[config.mk]
export PLATFORM = sky130hd
export DESIGN_NAME = tcr_timer
export DESIGN_NICKNAME = d
export VERILOG_FILES = /design/src/tcr_pkg.sv /design/src/tcr_timer.sv
export SDC_FILE = /design/constraint.sdc
export NUM_CORES = 1
export LEC_CHECK = 0
export ABC_CLOCK_PERIOD_IN_PS = 3500
export BUFFER_PORTS_ARGS = -buffer_cell sky130_fd_sc_hd__buf_2
export CORE_ASPECT_RATIO = 0.9
export CORE_UTILIZATION = 55
export CTS_CLUSTER_DIAMETER = 200
export DETAILED_ROUTE_END_ITERATION = 8
export GPL_TIMING_DRIVEN = 0
export HOLD_SLACK_MARGIN = 0.03
export PLACE_DENSITY_LB_ADDON = 0.08
export RECOVER_POWER = 25
export SLEW_MARGIN = 15
export SYNTH_ARGS = -nofsm -noshare
export SYNTH_HDL_FRONTEND = slang
export SYNTH_SLANG_ARGS = --single-unit
[constraint.sdc]
create_clock -name hclk -period 3.5 [get_ports hclk]
set_input_delay 0.175 -clock hclk [delete_from_list [all_inputs] [get_ports hclk]]
set_output_delay 0.175 -clock hclk [all_outputs]
set_load 0.02 [all_outputs]
[src/tcr_pkg.sv]
// Package with register map, field positions and timing counts of the timer
package tcr_pkg;
    // Register indices; the bus byte address is four times the index
    localparam logic [7:0] IDX_MAIN   = 8'hc8;
    localparam logic [7:0] IDX_MODE   = 8'hc9;
    localparam logic [7:0] IDX_CNT_L  = 8'hca;
    localparam logic [7:0] IDX_CNT_H  = 8'hcb;
    localparam logic [7:0] IDX_RLD_L  = 8'hcc;
    localparam logic [7:0] IDX_RLD_H  = 8'hcd;
    localparam logic [7:0] IDX_SER    = 8'hce;
    // Main control field positions
    localparam int B_OVF  = 7;
    localparam int B_EXT  = 6;
    localparam int B_RCLK = 5;
    localparam int B_TX_CLOCK_SELECT = 4;
    localparam int B_EXEN = 3;
    localparam int B_RUN  = 2;
    localparam int B_CSEL = 1;
    localparam int B_CPRL = 0;
    // Mode control field positions
    localparam int B_CKOE = 1;
    localparam int B_DOWN_COUNT_ENABLE = 0;
    localparam logic [7:0] MODE_MASK = 8'h03;
    localparam logic [7:0] RST_MAIN  = 8'h00;
    localparam logic [7:0] RST_MODE  = 8'h00;
    // Oscillator periods per machine cycle and per state time
    localparam int OSC_PER_MC = 12;
    localparam int OSC_PER_ST = 2;
    localparam logic [3:0] MC_LAST = 4'(OSC_PER_MC - 1);
    localparam logic [3:0] BAUD_DIV = 4'hf;  // Overflows per serial bit-1
    localparam logic [15:0] ALL_ONES = 16'hffff;
endpackage : tcr_pkg

[src/tcr_timer.sv]
// Sixteen-bit timer/counter with capture, auto-reload and baud generation
// Behaviour
// RULE1: overflow flag sets on overflow, sticky, never set in baud mode
// RULE2: ext flag sets on trigger-pin capture/reload when trigger enabled
// RULE3: ext flag raises no interrupt while down-count enabled
// RULE4: receive clock select picks our overflows, else other timer's
// RULE5: transmit clock select picks our overflows, else other timer's
// RULE6: trigger ignored when disabled; edges reload or capture only outside baud mode
// RULE7: counts only while run control is 1
// RULE8: counter select 0 counts internal timing, 1 counts pin edges
// RULE9: baud mode ignores capture/reload select, reloads on overflow
// RULE10: capture copies count into reload pair and sets ext flag
// RULE11: down-count enable clears to 0 at reset
// RULE12: up auto-reload overflows at ffff, sets flag, reloads pair
// RULE13: up auto-reload trigger edge reloads and sets ext flag
// RULE14: up/down with pin high counts up, overflow reloads pair
// RULE15: up/down with pin low counts down, underflow at pair loads ffff
// RULE16: up/down toggles ext flag on each over/underflow
// RULE17: baud mode rollover reloads count from reload pair
// RULE18: timer ticks per machine cycle, baud mode per state time
// RULE19: serial bit rate is overflow rate divided by sixteen
// RULE20: baud mode trigger edge sets ext flag without reload
// RULE21: software stops timer before touching count or reload in baud mode
// RULE22: mode register holds output enable bit1, down enable bit0
// RULE23: count pin sampled once per machine cycle, high then low counts
// RULE24: trigger pin sampled likewise for falling edge detection
`timescale 1ns/100ps
module tcr_timer (
    input  wire logic        hclk,
    input  wire logic        hresetn,
    input  wire logic        hsel,
    input  wire logic [31:0] haddr,
    input  wire logic [1:0]  htrans,
    input  wire logic        hwrite,
    input  wire logic [2:0]  hsize,
    input  wire logic [31:0] hwdata,
    input  wire logic        hready,
    output logic      [31:0] hrdata,
    output logic             hreadyout,
    output logic             hresp,
    input  wire logic        count_input_pin,
    input  wire logic        ext_trigger_pin,
    input  wire logic        other_timer_ovf,
    output logic             rx_baud_tick,
    output logic             tx_baud_tick,
    output logic             timer_irq
);
    // Registers
    logic [7:0]  main_ctl;
    logic [7:0]  mode_ctl;
    logic [15:0] count;
    logic [15:0] reload;
    logic [3:0]  osc_div;
    logic        cnt_smp;
    logic        cnt_prev;
    logic        trg_smp;
    logic        trg_prev;
    logic        wr_pend;
    logic        rd_ph;
    logic [7:0]  wr_idx;
    logic [3:0]  rx_div;
    logic [3:0]  tx_div;
    logic        rx_src_q;
    logic        tx_src_q;
    logic        rx_src_d;
    logic        tx_src_d;

    // Decoded modes
    wire baud_mode = main_ctl[tcr_pkg::B_RCLK] | main_ctl[tcr_pkg::B_TX_CLOCK_SELECT];
    wire run       = main_ctl[tcr_pkg::B_RUN];
    wire down_count_enable      = mode_ctl[tcr_pkg::B_DOWN_COUNT_ENABLE];
    wire capture   = main_ctl[tcr_pkg::B_CPRL] & ~baud_mode;     // RULE9
    wire exen      = main_ctl[tcr_pkg::B_EXEN];

    // Machine-cycle strobe and state-time strobe from the oscillator
    wire mc_tick = (osc_div == tcr_pkg::MC_LAST);
    wire st_tick = osc_div[0];
    // Pin samples taken once per machine cycle
    wire cnt_edge = cnt_prev & ~cnt_smp;                          // RULE23
    wire trg_edge = trg_prev & ~trg_smp & exen;            // RULE24 RULE6
    wire int_tick = baud_mode ? st_tick : mc_tick;                // RULE18
    wire tick = run & (main_ctl[tcr_pkg::B_CSEL] ? (cnt_edge & mc_tick)
                                                 : int_tick); // RULE7 RULE8
    // Direction, rollover and underflow
    wire down    = down_count_enable & ~capture & ~baud_mode & ~ext_trigger_pin;
    wire updown  = down_count_enable & ~capture & ~baud_mode;
    wire ovf     = tick & ~down & (count == tcr_pkg::ALL_ONES);
    wire unf     = tick & down & (count == reload);              // RULE15
    wire roll    = ovf | unf;
    // Trigger acts on a machine-cycle boundary only
    wire trg_act = trg_edge & mc_tick;
    wire trg_reload  = trg_act & ~capture & ~updown & ~baud_mode; // RULE13
    wire trg_capture = trg_act & capture;                         // RULE10

    // Bus decode
    wire        bus_go  = hsel & hready & htrans[1];
    wire [7:0]  addr_ix = haddr[9:2];
    wire        wr_main = wr_pend & (wr_idx == tcr_pkg::IDX_MAIN);
    wire        wr_mode = wr_pend & (wr_idx == tcr_pkg::IDX_MODE);
    wire        wr_cl   = wr_pend & (wr_idx == tcr_pkg::IDX_CNT_L);
    wire        wr_ch   = wr_pend & (wr_idx == tcr_pkg::IDX_CNT_H);
    wire        wr_rl   = wr_pend & (wr_idx == tcr_pkg::IDX_RLD_L);
    wire        wr_rh   = wr_pend & (wr_idx == tcr_pkg::IDX_RLD_H);

    // Register read mux, unmapped addresses read zero
    function automatic logic [7:0] rd_mux(input logic [7:0] ix,
                                          input logic [7:0] mc,
                                          input logic [7:0] md,
                                          input logic [15:0] c,
                                          input logic [15:0] r,
                                          input logic [1:0]  s);
        case (ix)
            tcr_pkg::IDX_MAIN:  rd_mux = mc;
            tcr_pkg::IDX_MODE:  rd_mux = md & tcr_pkg::MODE_MASK;  // RULE22
            tcr_pkg::IDX_CNT_L: rd_mux = c[7:0];
            tcr_pkg::IDX_CNT_H: rd_mux = c[15:8];
            tcr_pkg::IDX_RLD_L: rd_mux = r[7:0];
            tcr_pkg::IDX_RLD_H: rd_mux = r[15:8];
            tcr_pkg::IDX_SER:   rd_mux = {6'h00, s};
            default:            rd_mux = 8'h00;
        endcase
    endfunction : rd_mux

    assign hreadyout = 1'b1;
    assign hresp     = 1'b0;

    // Oscillator divider; rolls every machine cycle
    always_ff @(posedge hclk or negedge hresetn) begin
        if (!hresetn) begin
            osc_div <= 4'h0;
        end else begin
            osc_div <= mc_tick ? 4'h0 : osc_div + 4'h1;
        end
    end

    // Pin samples once per machine cycle
    always_ff @(posedge hclk or negedge hresetn) begin
        if (!hresetn) begin
            cnt_smp  <= 1'b0;
            cnt_prev <= 1'b0;
            trg_smp  <= 1'b0;
            trg_prev <= 1'b0;
        end else if (mc_tick) begin
            cnt_smp  <= count_input_pin;                          // RULE23
            cnt_prev <= cnt_smp;
            trg_smp  <= ext_trigger_pin;                          // RULE24
            trg_prev <= trg_smp;
        end
    end

    // Bus address phase capture; writes land one cycle later
    always_ff @(posedge hclk or negedge hresetn) begin
        if (!hresetn) begin
            wr_pend <= 1'b0;
            rd_ph   <= 1'b0;
            wr_idx  <= 8'h00;
        end else begin
            wr_pend <= bus_go & hwrite;
            rd_ph   <= bus_go & ~hwrite;
            wr_idx  <= addr_ix;
        end
    end

    // Read data registered at the address phase
    always_ff @(posedge hclk or negedge hresetn) begin
        if (!hresetn) begin
            hrdata <= 32'h0;
        end else if (bus_go & ~hwrite) begin
            hrdata <= {24'h0, rd_mux(addr_ix, main_ctl, mode_ctl, count,
                                     reload, {rx_src_q, tx_src_q})};
        end
    end

    // Mode register; down-count clears at reset
    always_ff @(posedge hclk or negedge hresetn) begin
        if (!hresetn) begin
            mode_ctl <= tcr_pkg::RST_MODE;                        // RULE11
        end else if (wr_mode) begin
            mode_ctl <= hwdata[7:0] & tcr_pkg::MODE_MASK;         // RULE22
        end
    end

    // Main control: hardware set wins over a software clear in one cycle
    logic next_ovf;
    logic next_ext;
    always_comb begin
        next_ovf = wr_main ? hwdata[tcr_pkg::B_OVF] : main_ctl[tcr_pkg::B_OVF];
        next_ext = wr_main ? hwdata[tcr_pkg::B_EXT] : main_ctl[tcr_pkg::B_EXT];
        if (roll & ~baud_mode)
            next_ovf = 1'b1;                               // RULE1 RULE12
        if (updown & roll)
            next_ext = ~main_ctl[tcr_pkg::B_EXT];                 // RULE16
        else if (trg_act & ~updown)
            next_ext = 1'b1;                        // RULE2 RULE10 RULE20
    end

    always_ff @(posedge hclk or negedge hresetn) begin
        if (!hresetn) begin
            main_ctl <= tcr_pkg::RST_MAIN;
        end else begin
            main_ctl <= wr_main ? hwdata[7:0] : main_ctl;
            main_ctl[tcr_pkg::B_OVF] <= next_ovf;
            main_ctl[tcr_pkg::B_EXT] <= next_ext;
        end
    end

    // Counter with reload, capture and underflow handling
    logic [15:0] next_count;
    always_comb begin
        next_count = count;
        if (wr_cl)
            next_count[7:0] = hwdata[7:0];
        if (wr_ch)
            next_count[15:8] = hwdata[7:0];
        if (unf)
            next_count = tcr_pkg::ALL_ONES;                       // RULE15
        else if (ovf & ~capture)
            next_count = reload;                     // RULE12 RULE14 RULE17
        else if (trg_reload)
            next_count = reload;                                  // RULE13
        else if (tick)
            next_count = down ? count - 16'h1 : count + 16'h1;
    end

    always_ff @(posedge hclk or negedge hresetn) begin
        if (!hresetn) begin
            count <= 16'h0;
        end else begin
            count <= next_count;
        end
    end

    // Reload pair; capture takes the live count
    always_ff @(posedge hclk or negedge hresetn) begin
        if (!hresetn) begin
            reload <= 16'h0;
        end else if (trg_capture) begin
            reload <= count;                                      // RULE10
        end else begin
            if (wr_rl)
                reload[7:0] <= hwdata[7:0];
            if (wr_rh)
                reload[15:8] <= hwdata[7:0];
        end
    end

    // Serial clock source selection, each side divided by sixteen
    assign rx_src_d = main_ctl[tcr_pkg::B_RCLK] ? ovf : other_timer_ovf; // RULE4
    assign tx_src_d = main_ctl[tcr_pkg::B_TX_CLOCK_SELECT] ? ovf : other_timer_ovf; // RULE5

    always_ff @(posedge hclk or negedge hresetn) begin
        if (!hresetn) begin
            rx_div       <= 4'h0;
            tx_div       <= 4'h0;
            rx_src_q     <= 1'b0;
            tx_src_q     <= 1'b0;
            rx_baud_tick <= 1'b0;
            tx_baud_tick <= 1'b0;
        end else begin
            rx_src_q     <= rx_src_d;
            tx_src_q     <= tx_src_d;
            rx_div       <= rx_src_d ? rx_div + 4'h1 : rx_div;    // RULE19
            tx_div       <= tx_src_d ? tx_div + 4'h1 : tx_div;    // RULE19
            rx_baud_tick <= rx_src_d & (rx_div == tcr_pkg::BAUD_DIV);
            tx_baud_tick <= tx_src_d & (tx_div == tcr_pkg::BAUD_DIV);
        end
    end

    // Interrupt request; ext flag is silent in up/down mode
    always_ff @(posedge hclk or negedge hresetn) begin
        if (!hresetn) begin
            timer_irq <= 1'b0;
        end else begin
            timer_irq <= main_ctl[tcr_pkg::B_OVF] |
                         (main_ctl[tcr_pkg::B_EXT] & ~down_count_enable);      // RULE3
        end
    end
endmodule : tcr_timer

### Yosys cells after proc, flatten, opt, wreduce, memory -nomap -nowiden

Index checks and enable logic that the tools add are counted.

| operators by class | value |
|---|---|
| reductions and logical operators | 6 |
| eq/ne operators | 18 |
| bitwise logic cells | 48 |
| mux-type cells | 21 |
| add/sub/neg operators | 5 |

Operators with widths:

| kind | count |
|---|---|
| 8-bit equality test (second input constant) | 13 |
| 16-bit 2-to-1 mux | 6 |
| 8-bit one-hot mux with 7 select lines | 1 |
| 1-bit bitwise AND | 35 |
| 8-bit 2-to-1 mux | 4 |
| 16-bit by 1-bit adder with 16-bit output (second input constant) | 1 |
| 16-bit equality test | 1 |
| 16-bit equality test (second input constant) | 1 |
| 16-bit by 1-bit subtractor with 16-bit output (second input constant) | 1 |
| 4-bit by 1-bit adder with 4-bit output (second input constant) | 3 |
| 4-bit equality test (second input constant) | 3 |
| 1-bit inverter | 10 |
| 5-bit nonzero test | 2 |
| 1-bit 2-to-1 mux | 9 |
| 2-bit nonzero test | 3 |
| 4-bit 2-to-1 mux | 1 |
| 1-bit bitwise OR | 3 |
| 3-bit nonzero test | 1 |

| word-level totals | value |
|---|---|
| word-level logic and storage cells | 121 |
| input bits | 77 |
| flip-flop bits (word level) | 80 |
| output and inout bits | 37 |

### Logic depth before layout (Yosys ltp)

Gate-level depths: netlist of run 1.

| logic depth | value |
|---|---|
| word-level depth | 13 |
| depth in mapped cells | 12 |
| mapped depth without buffers | 10 |

### Least setup slack after synthesis of run 1

OpenSTA, ideal clock, no wires.

| path | value |
|---|---|
| path type | register -> register |
| from | reg main_ctl[4] |
| to | reg count[14] |
| path slack | 0.666 ns |
| clock period less this slack | 2.834 ns |
| setup time | 0.121 ns |
| buffers on the path | 1 |
| data required time | 3.379 ns |
| stages on the path, launching flop included | 12 |
| arrival time | 2.713 ns |
| path through | dfrtp_1 > nor4b_2 > nand2_1 > xnor2_1 > ha_1 > clkbuf_1 > nand4_1 > or4_1 > o32ai_1 > mux2i_1 > mux2i_1 > nand2_1 |

| on the way | value |
|---|---|
| cells in the longest elaborated chain, start to end | 13 |
| elaborated cells on any way between the ends | 26 |
| those cells by class | 7 x mux; 18 x bitwise; 1 x reduce/logical |

Ends and longest elaborated chain:

| what | line | text |
|---|---|---|
| start, declared | tcr_timer.sv:49 | `logic [7:0] main_ctl;` |
| start signal, assigned | tcr_timer.sv:199 | `main_ctl <= tcr_pkg::RST_MAIN;` |
| start signal, assigned | tcr_timer.sv:201 | `main_ctl <= wr_main ? hwdata[7:0] : main_ctl;` |
| start signal, assigned by index | tcr_timer.sv:202 | `main_ctl[tcr_pkg::B_OVF] <= next_ovf;` |
| 1-bit bitwise OR * | tcr_timer.sv:69 | `wire baud_mode = main_ctl[tcr_pkg::B_RCLK] \| main_ctl[tcr_pkg::B_TX_CLOCK_SELECT];` |
| 1-bit inverter | - |  |
| 1-bit bitwise AND | tcr_timer.sv:72 | `wire capture = main_ctl[tcr_pkg::B_CPRL] & ~baud_mode;` |
| 1-bit inverter | - |  |
| 1-bit bitwise AND (2 in a row) | tcr_timer.sv:85, tcr_timer.sv:86 |  |
| 1-bit bitwise AND | tcr_timer.sv:85 | `wire down = down_count_enable & ~capture & ~baud_mode & ~ext_trigger_pin;` |
| 1-bit inverter | tcr_timer.sv:87 | `wire ovf = tick & ~down & (count == tcr_pkg::ALL_ONES);` |
| 1-bit bitwise AND (2 in a row) | tcr_timer.sv:87 |  |
| 1-bit bitwise AND | tcr_timer.sv:217 | `else if (ovf & ~capture)` |
| 16-bit 2-to-1 mux | tcr_timer.sv:217 |  |
| 16-bit 2-to-1 mux | tcr_timer.sv:215 | `if (unf)` |
| end signal, assigned | tcr_timer.sv:229 | `count <= next_count;` |
| end, declared | tcr_timer.sv:51 | `logic [15:0] count;` |

Mark *: on every way between the ends. The rest lies on a longest branch, timed or not.
A chain may end at the register's enable or synchronous reset.

### Worst setup path in the final report of run 1

| path | value |
|---|---|
| from | reg main_ctl[0] |
| to | reg count[14] |

| on the way | value |
|---|---|
| cells in the longest elaborated chain, start to end | 11 |
| elaborated cells on any way between the ends | 21 |
| those cells by class | 5 x mux; 15 x bitwise; 1 x reduce/logical |

Ends and longest elaborated chain:

| what | line |
|---|---|
| 1-bit bitwise AND * | tcr_timer.sv:72 |
| 1-bit inverter * | - |
| 1-bit bitwise AND (2 in a row) | tcr_timer.sv:85, tcr_timer.sv:86 |
| 1-bit bitwise AND | tcr_timer.sv:85 |
| 1-bit inverter | tcr_timer.sv:87 |
| 1-bit bitwise AND (2 in a row) | tcr_timer.sv:87 |
| 1-bit bitwise AND | tcr_timer.sv:217 |
| 16-bit 2-to-1 mux | tcr_timer.sv:217 |
| 16-bit 2-to-1 mux | tcr_timer.sv:215 |

Marks and branches as above.

==> results of run 1 <==
==> registers in the layout, indices dropped and copies added (netlist names), 2 cells and up <==
register  cells
hrdata        8
count        16
main_ctl      8
wr_idx        8
tx_div        4
rx_div        4
reload       16
osc_div       4
mode_ctl      2
==> final timing paths <==
kind | startpoint | endpoint | slack, ns | cells after the start
max | main_ctl[0] | count[14] | 0.23 | 11
min | hready | wr_pend | 0.08 | 2
max reg2reg | main_ctl[0] | count[14] | 0.23 | 11
min reg2reg | rx_div[3] | rx_div[3] | 0.47 | 1
max in group asynchronous | hresetn | count[11] | 1.25 | 2
min in group asynchronous | hresetn | reload[7] | 0.99 | 2
==> cells by family (layout without fill, tap and decap cells) <==
logic type	Yosys count	after routing
adder cells (fa/ha/maj)	4	4
other	2	26
AND/OR/NAND/NOR	177	177
buffers and inverters	66	128
AO/OA/AOI/OAI	112	112
flip-flops	80	80
multiplexers	59	59
XOR/XNOR	37	37
==> final cells by class <==
cell class | instances | area (µm²)
clock inverters | 7 | 133
clock buffers | 9 | 124
inverters | 6 | 22.5
well taps | 119 | 149
fillers | 747 | 2880
repair buffers | 46 | 290
multi-input cells | 415 | 2740
plain buffers | 60 | 342
flip-flops and latches | 80 | 2000
==> stage by stage <==
stage / std cells / utilization [%] / power (W)
after global placement: 714 / 62.4 / 0.00205
after detailed placement: 715 / 62.6 / 0.00207
after CTS: 741 / 66.8 / 0.00296
final: 742 / 66.8 / 0.00297
after global routing: 742 / 66.8 / 0.00311
after floorplan: 561 / - / 0.00182
==> layer usage <==
layer	routed length [µm]	GRT usage, %	vias to the layer above
met5	0	0	-
met4	366	10.1	0
met3	1490	7.09	37
met2	6440	49.2	244
met1	6370	47.9	2175
li1	-	-	2063
==> repair_timing <==
action,in CTS,in global routing
endpoints found under the setup margin,1,2
pin swaps,0,1
resized for setup,1,1
hold endpoints to repair,44,0
buffers inserted,0,1
hold buffers,10,0
==> report_power, final <==
| group | switching [W] | internal, W |
|---|---|---|
| logic | 0.000564 | 0.000371 |
| registers | 0.000101 | 0.00105 |
| clock network | 0.000391 | 0.000491 |
| total | 0.00106 | 0.00191 |
==> placed cells by master (no fill, tap or decap), drive strengths merged, types with 6 or more instances in the layout <==
master / count
dfrtp: 80
buf: 70
nand2: 49
nor2: 43
mux2i: 40
clkbuf: 35
a21oi: 34
conb: 26
o21ai: 26
xor2: 20
mux2: 19
xnor2: 17
o22ai: 17
nor4: 12
nand3: 10
dlygate4sd3: 10
inv: 10
nor3: 8
and4: 7
and3: 7
a31oi: 7
or4: 6
o32ai: 6
==> qor.csv, run 1 <==
stage,metric,value,unit
run_status,status,"finished, violations left",
route,drcViolationCount,0,
setup_path,slowest_stage,dfrtp_1,
floorplanning,core_area,8690,µm²
layout,antennaDiodeCount,0,
run,cap_violations,1,
route,wl,14.7,mm
yosys,yosys.area.top_type,dfrtp_1,
clock_network,htree_levels,3,
clock_network,clk_pin_slew_worst_paths,0.10,ns
layout,stdcell_area,5810,µm²
yosys,synth-simple-area-share,18.7,%
clock_network,clock_path_buffers,2,
layout,drive_gt1_share,18.3,%
yosys,synth-xor-area-share,6.47,%
placed_design,post-dp-hpwl,10.4,mm
floorplanning,die_w,103,µm
placed_design,place.gp.congestion,0.922,
global_route,grt_max_degree,46,
yosys,synth-seq-cells,80,
yosys,synthMostInstantiatedCell,dfrtp_1,
sta,finalHoldViolCount,0,
yosys,async_reset_ff_share,100,%
route,drtAntennaViolNets,0,
power_and_ir_drop,cellLeakagePower,2.42,nW
setup_path,cp_cell_sequence,nor4b_4 -> nand2_2 -> xnor2_1 -> ha_1 -> clkbuf_1 -> nand4_1 -> or4_1 -> o32ai_1 -> mux2i_1 -> mux2i_1 -> nand2_1,
setup_path,cp-start-kind,register,
yosys,syn_area,5010,µm²
setup_path,crit_type,reg -> reg,
setup_path,worst_path_most_repeated_cell,mux2i_1,
power_and_ir_drop,p_per_area,512,nW/µm²
yosys,synth-edff-count,0,
sta,hold_ws,0.0814,ns
placed_design,placed_cell_area,5440,µm²
floorplanning,dieArea,9490,µm²
yosys,yosys.area_share.adder,0.999,%
sta,fin_ws,0.230,ns
yosys,synth_compound_area_share,14.1,%
global_route,grtUsageTotal,33.1,%
yosys,yosysTopAreaCellShare,40.0,%
sta,worst_pin_slew,2.20,ns
yosys,synth_common_cells,"dfrtp_1 (80), nand2_1 (49), nor2_1 (43)",
yosys,ys.warnings.count,0,
sta,max_slew_margin,-46.5,%
global_route,antenna_found_initial,0,
setup_path,critPathMaxStageDelay,0.50,ns
route,drt_iter0_markers,478,
global_route,grt_pass1_vias,4269,
clock_network,cts_made_buffers,9,
sta,setup-violations-final,0,
placed_design,place_ws,-0.0582,ns
clock_network,clock-sinks,80,
sta,timing.final.crit_share,93.4,%
yosys,synth.distinct_cells,60,
yosys,synthTopCellsByArea,"dfrtp_1 (40%), mux2i_1 (7.6%), mux2_2 (4.3%)",
run_status,violations,"capacitance limit, slew limit",
layout,syn_to_final_growth,15.9,%
setup_path,end_kind,register,
sta,max_freq,306,MHz
yosys,syn_avg_cell_area,9.33,µm²
floorplanning,start_util,57.6,%
yosys,synth_mux_area_share,12.4,%
route,wire_per_inst,19.8,µm
clock_network,clk_latency,0.36,ns
floorplanning,ioPinCount,114,
sta,tns,0,ns
yosys,synth_top_family_by_area,simple AND/OR/NAND/NOR gates,
global_route,grt_remaining_overflow,0,
hold_path,hold_path_class,in -> reg,
route,dr_total_vias,4519,
route,drt-pass1-iter-count,5,
yosys,ys_seq_area_share,40.0,%
clock_network,cts_tree,done,
setup_path,path_delay_family,simple AND/OR/NAND/NOR gates,
clock_network,clockRootBuffer,clkbuf_8,
sta,finClkSkew,0.00935,ns
yosys,synth_top_flop_cell,dfrtp_1,
global_route,grt_pass1_wl,23.1,mm
setup_path,required,3.76,ns
sta,slew_violations,36,
power_and_ir_drop,vdd_drop_max,0.000364,V
placed_design,numPortBuffers,34,
yosys,synthCells,537,
floorplanning,row_count,32,
sta,rsz0062_at_grt,false,
sta,fin_crit,3.27,ns
setup_path,worstPathArrival,3.53,ns
setup_path,critPathBufInv,1,
layout,nets,699,
floorplanning,die_y,92.5,µm
route,vias_per_cell,6.09,
setup_path,path_max_fanout,8,
Note: power is estimated with default switching activity, not from simulation.
==> run 2, diff against run 1 <==
--- a/config.mk
+++ b/config.mk
@@ -8,7 +8,7 @@
 export ABC_CLOCK_PERIOD_IN_PS = 3500
 export BUFFER_PORTS_ARGS = -buffer_cell sky130_fd_sc_hd__buf_2
 export CORE_ASPECT_RATIO = 0.9
-export CORE_UTILIZATION = 55
+export CORE_UTILIZATION = 40
 export CTS_CLUSTER_DIAMETER = 200
 export DETAILED_ROUTE_END_ITERATION = 8
 export GPL_TIMING_DRIVEN = 0
==> run 2 against run 1 <==
The flow still finishes with violations (capacitance limit, slew limit). Register-to-register slack got worse by 0.03 ns. Sequential cell count did not move. Core utilization down 18 points. Critical endpoint unchanged. Power grew 3.1%. Clock-buffer cell count is the same. Largest power group unchanged. Critical path depth did not move.
==> qor.csv, run 2 (synthesis gave the netlist of run 1 again) <==
stage,metric,value,unit,change
run_status,status,"finished, violations left",,
run_status,violations,"capacitance limit, slew limit",,
setup_path,path_max_fanout,8,,unchanged
clock_network,cts_tree,done,,
sta,fin_ws,0.197,ns,-0.0324 ns
layout,layout_commonest_cell,dfrtp_1,,
global_route,grt_pass1_wl,23.4,mm,+1.3%
hold_path,hold_path_class,in -> reg,,
clock_network,cts_made_buffers,9,,unchanged
sta,slew_violations,39,,+8.3%
global_route,grt_remaining_overflow,0,,unchanged
layout,drive_gt1_share,17.8,%,-0.45 points
sta,finClkSkew,0.00791,ns,-0.00144 ns
sta,fin_crit,3.30,ns,+0.0324 ns
floorplanning,die_y,108,µm,+17%
global_route,grtUsageTotal,24.2,%,-8.9 points
floorplanning,ioPinCount,114,,unchanged
layout,syn_to_final_growth,17.9,%,
placed_design,placed_cell_area,5500,µm²,+1.1%
sta,timing.final.crit_share,94.4,%,+0.93 points
sta,finalHoldViolCount,0,,unchanged
layout,nets,698,,-0.14%
layout,antennaDiodeCount,0,,unchanged
floorplanning,start_util,41.3,%,-16 points
clock_network,clock_path_buffers,2,,unchanged
run,cap_violations,1,,unchanged
route,wire_per_inst,19.0,µm,-3.8%
clock_network,clk_latency,0.34,ns,-0.02 ns
route,drtAntennaViolNets,0,,unchanged
global_route,grt_max_degree,43,,-6.5%
sta,worst_pin_slew,2.16,ns,-0.0333 ns
route,dr_total_vias,4398,,-2.7%
sta,max_slew_margin,-44.3,%,+2.2 points
setup_path,required,3.78,ns,+0.02 ns
route,vias_per_cell,5.62,,-7.7%
clock_network,clk_pin_slew_worst_paths,0.07,ns,-0.03 ns
sta,setup-violations-final,0,,unchanged
setup_path,r2r_slack,0.20,ns,-0.03 ns
power_and_ir_drop,cellLeakagePower,2.43,nW,+0.43%
setup_path,worstRegToRegCells,11,,unchanged
hold_path,hold_path_depth,2,,unchanged
sta,hold_ws,0.121,ns,+0.0393 ns
route,drcViolationCount,0,,unchanged
layout,stdcell_area,5900,µm²,+1.7%
setup_path,worstPathArrival,3.58,ns,+0.05 ns
floorplanning,core_area,12100,µm²,+40%
sta,rsz0062_at_grt,false,,
layout,largestRegisters,"count: 16 flops, reload: 16 flops",,
floorplanning,dieArea,13000,µm²,+37%
placed_design,place_ws,-0.0578,ns,+0.000447 ns
sta,max_freq,303,MHz,-0.98%
route,drt-pass1-iter-count,5,,unchanged
route,drt_iter0_markers,459,,-4.0%
floorplanning,row_count,38,,+19%
clock_network,clockRootBuffer,clkbuf_16,,
setup_path,crit_type,reg -> reg,,
placed_design,numPortBuffers,34,,unchanged
global_route,grt_pass1_vias,4133,,-3.2%
power_and_ir_drop,p_per_area,519,nW/µm²,+1.4%
floorplanning,die_w,120,µm,+17%
placed_design,place.gp.congestion,0.931,,+0.99%
setup_path,cp-start-kind,register,,
power_and_ir_drop,vdd_drop_max,0.000304,V,-17%
placed_design,post-dp-hpwl,10.8,mm,+4.6%
layout,final_util,48.7,%,-18 points
clock_network,htree_levels,3,,unchanged
setup_path,end_kind,register,,
route,wl,14.9,mm,+1.4%
clock_network,clock-sinks,80,,unchanged
global_route,antenna_found_initial,1,,+1
layout,layout_common_cells,"dfrtp_1 (80), nand2_1 (48), nor2_1 (43)",,
-- run 2: changes by cell type in the layout (fill, tap and decap cells not counted), sizes merged --
cell | before | now
clkinv | 0 | 3
buf | 70 | 67
clkinvlp | 0 | 1
inv | 10 | 8
clkbuf | 35 | 37
bufinv | 3 | 1
-- run 2: routing by layer --
layer	GRT usage (%)	up-vias	share of wire (%)
met2	36.9	182	45
met5	0	-	0
met3	4.48	21	7.4
met1	34.4	2135	46
li1	-	2060	-
met4	7.95	0	1.8
-- run 2: path summary, 6_finish.rpt --
| kind | from | to |
|---|---|---|
| min in group asynchronous | hresetn | wr_idx[5] |
| max in group asynchronous | hresetn | rx_div[2] |
| setup / recovery | main_ctl[4] | count[14] |
| setup reg to reg | main_ctl[4] | count[14] |
| hold reg to reg | rx_div[3] | rx_div[3] |
| hold / removal | hready | wr_pend |
-- run 2: per-stage QoR --
step	cells	power, W	setup TNS (ns)
6_report	782	0.00306	0
3_3_place_gp	755	0.00207	-0.0879
2_1_floorplan	561	0.00182	0
5_1_grt	782	0.00324	0
3_5_place_dp	756	0.00209	-0.0680
4_1_cts	782	0.00307	0
-- run 2: power breakdown --
| part | internal [W] | total, W | switching [W] |
|---|---|---|---|
| sequential | 0.00105 | 0.00115 | 0.0000973 |
| combinational | 0.000371 | 0.000942 | 0.000571 |
| clock | 0.000561 | 0.000971 | 0.000409 |
-- run 2: worst max-delay path, cell delays in order, from the launching register on --
cell,delay (ns)
dfrtp_1,0.48
nor4b_4,0.58
nand2_2,0.25
xnor2_1,0.19
ha_1,0.16
clkbuf_1,0.29
nand4_1,0.19
or4_1,0.43
o32ai_1,0.23
mux2i_1,0.25
mux2i_1,0.09
nand2_1,0.07
-- run 2: layout make-up --
type	count	area [µm²]
sequential	80	2000
multi-input combinational	415	2740
tap	160	200
buffer	60	342
inverter	6	22.5
timing repair buffer	45	288
clock buffer	9	225
clock inverter	7	80.1
fill	1165	6220
-- run 2: what timing repair did --
item / 4_1_cts / 5_1_grt
hold buffers: 10 / 0
resized for setup: 1 / 1
endpoints found under the setup margin: 2 / 3
setup buffers: 0 / 0
endpoints found under the hold margin: 47 / 0
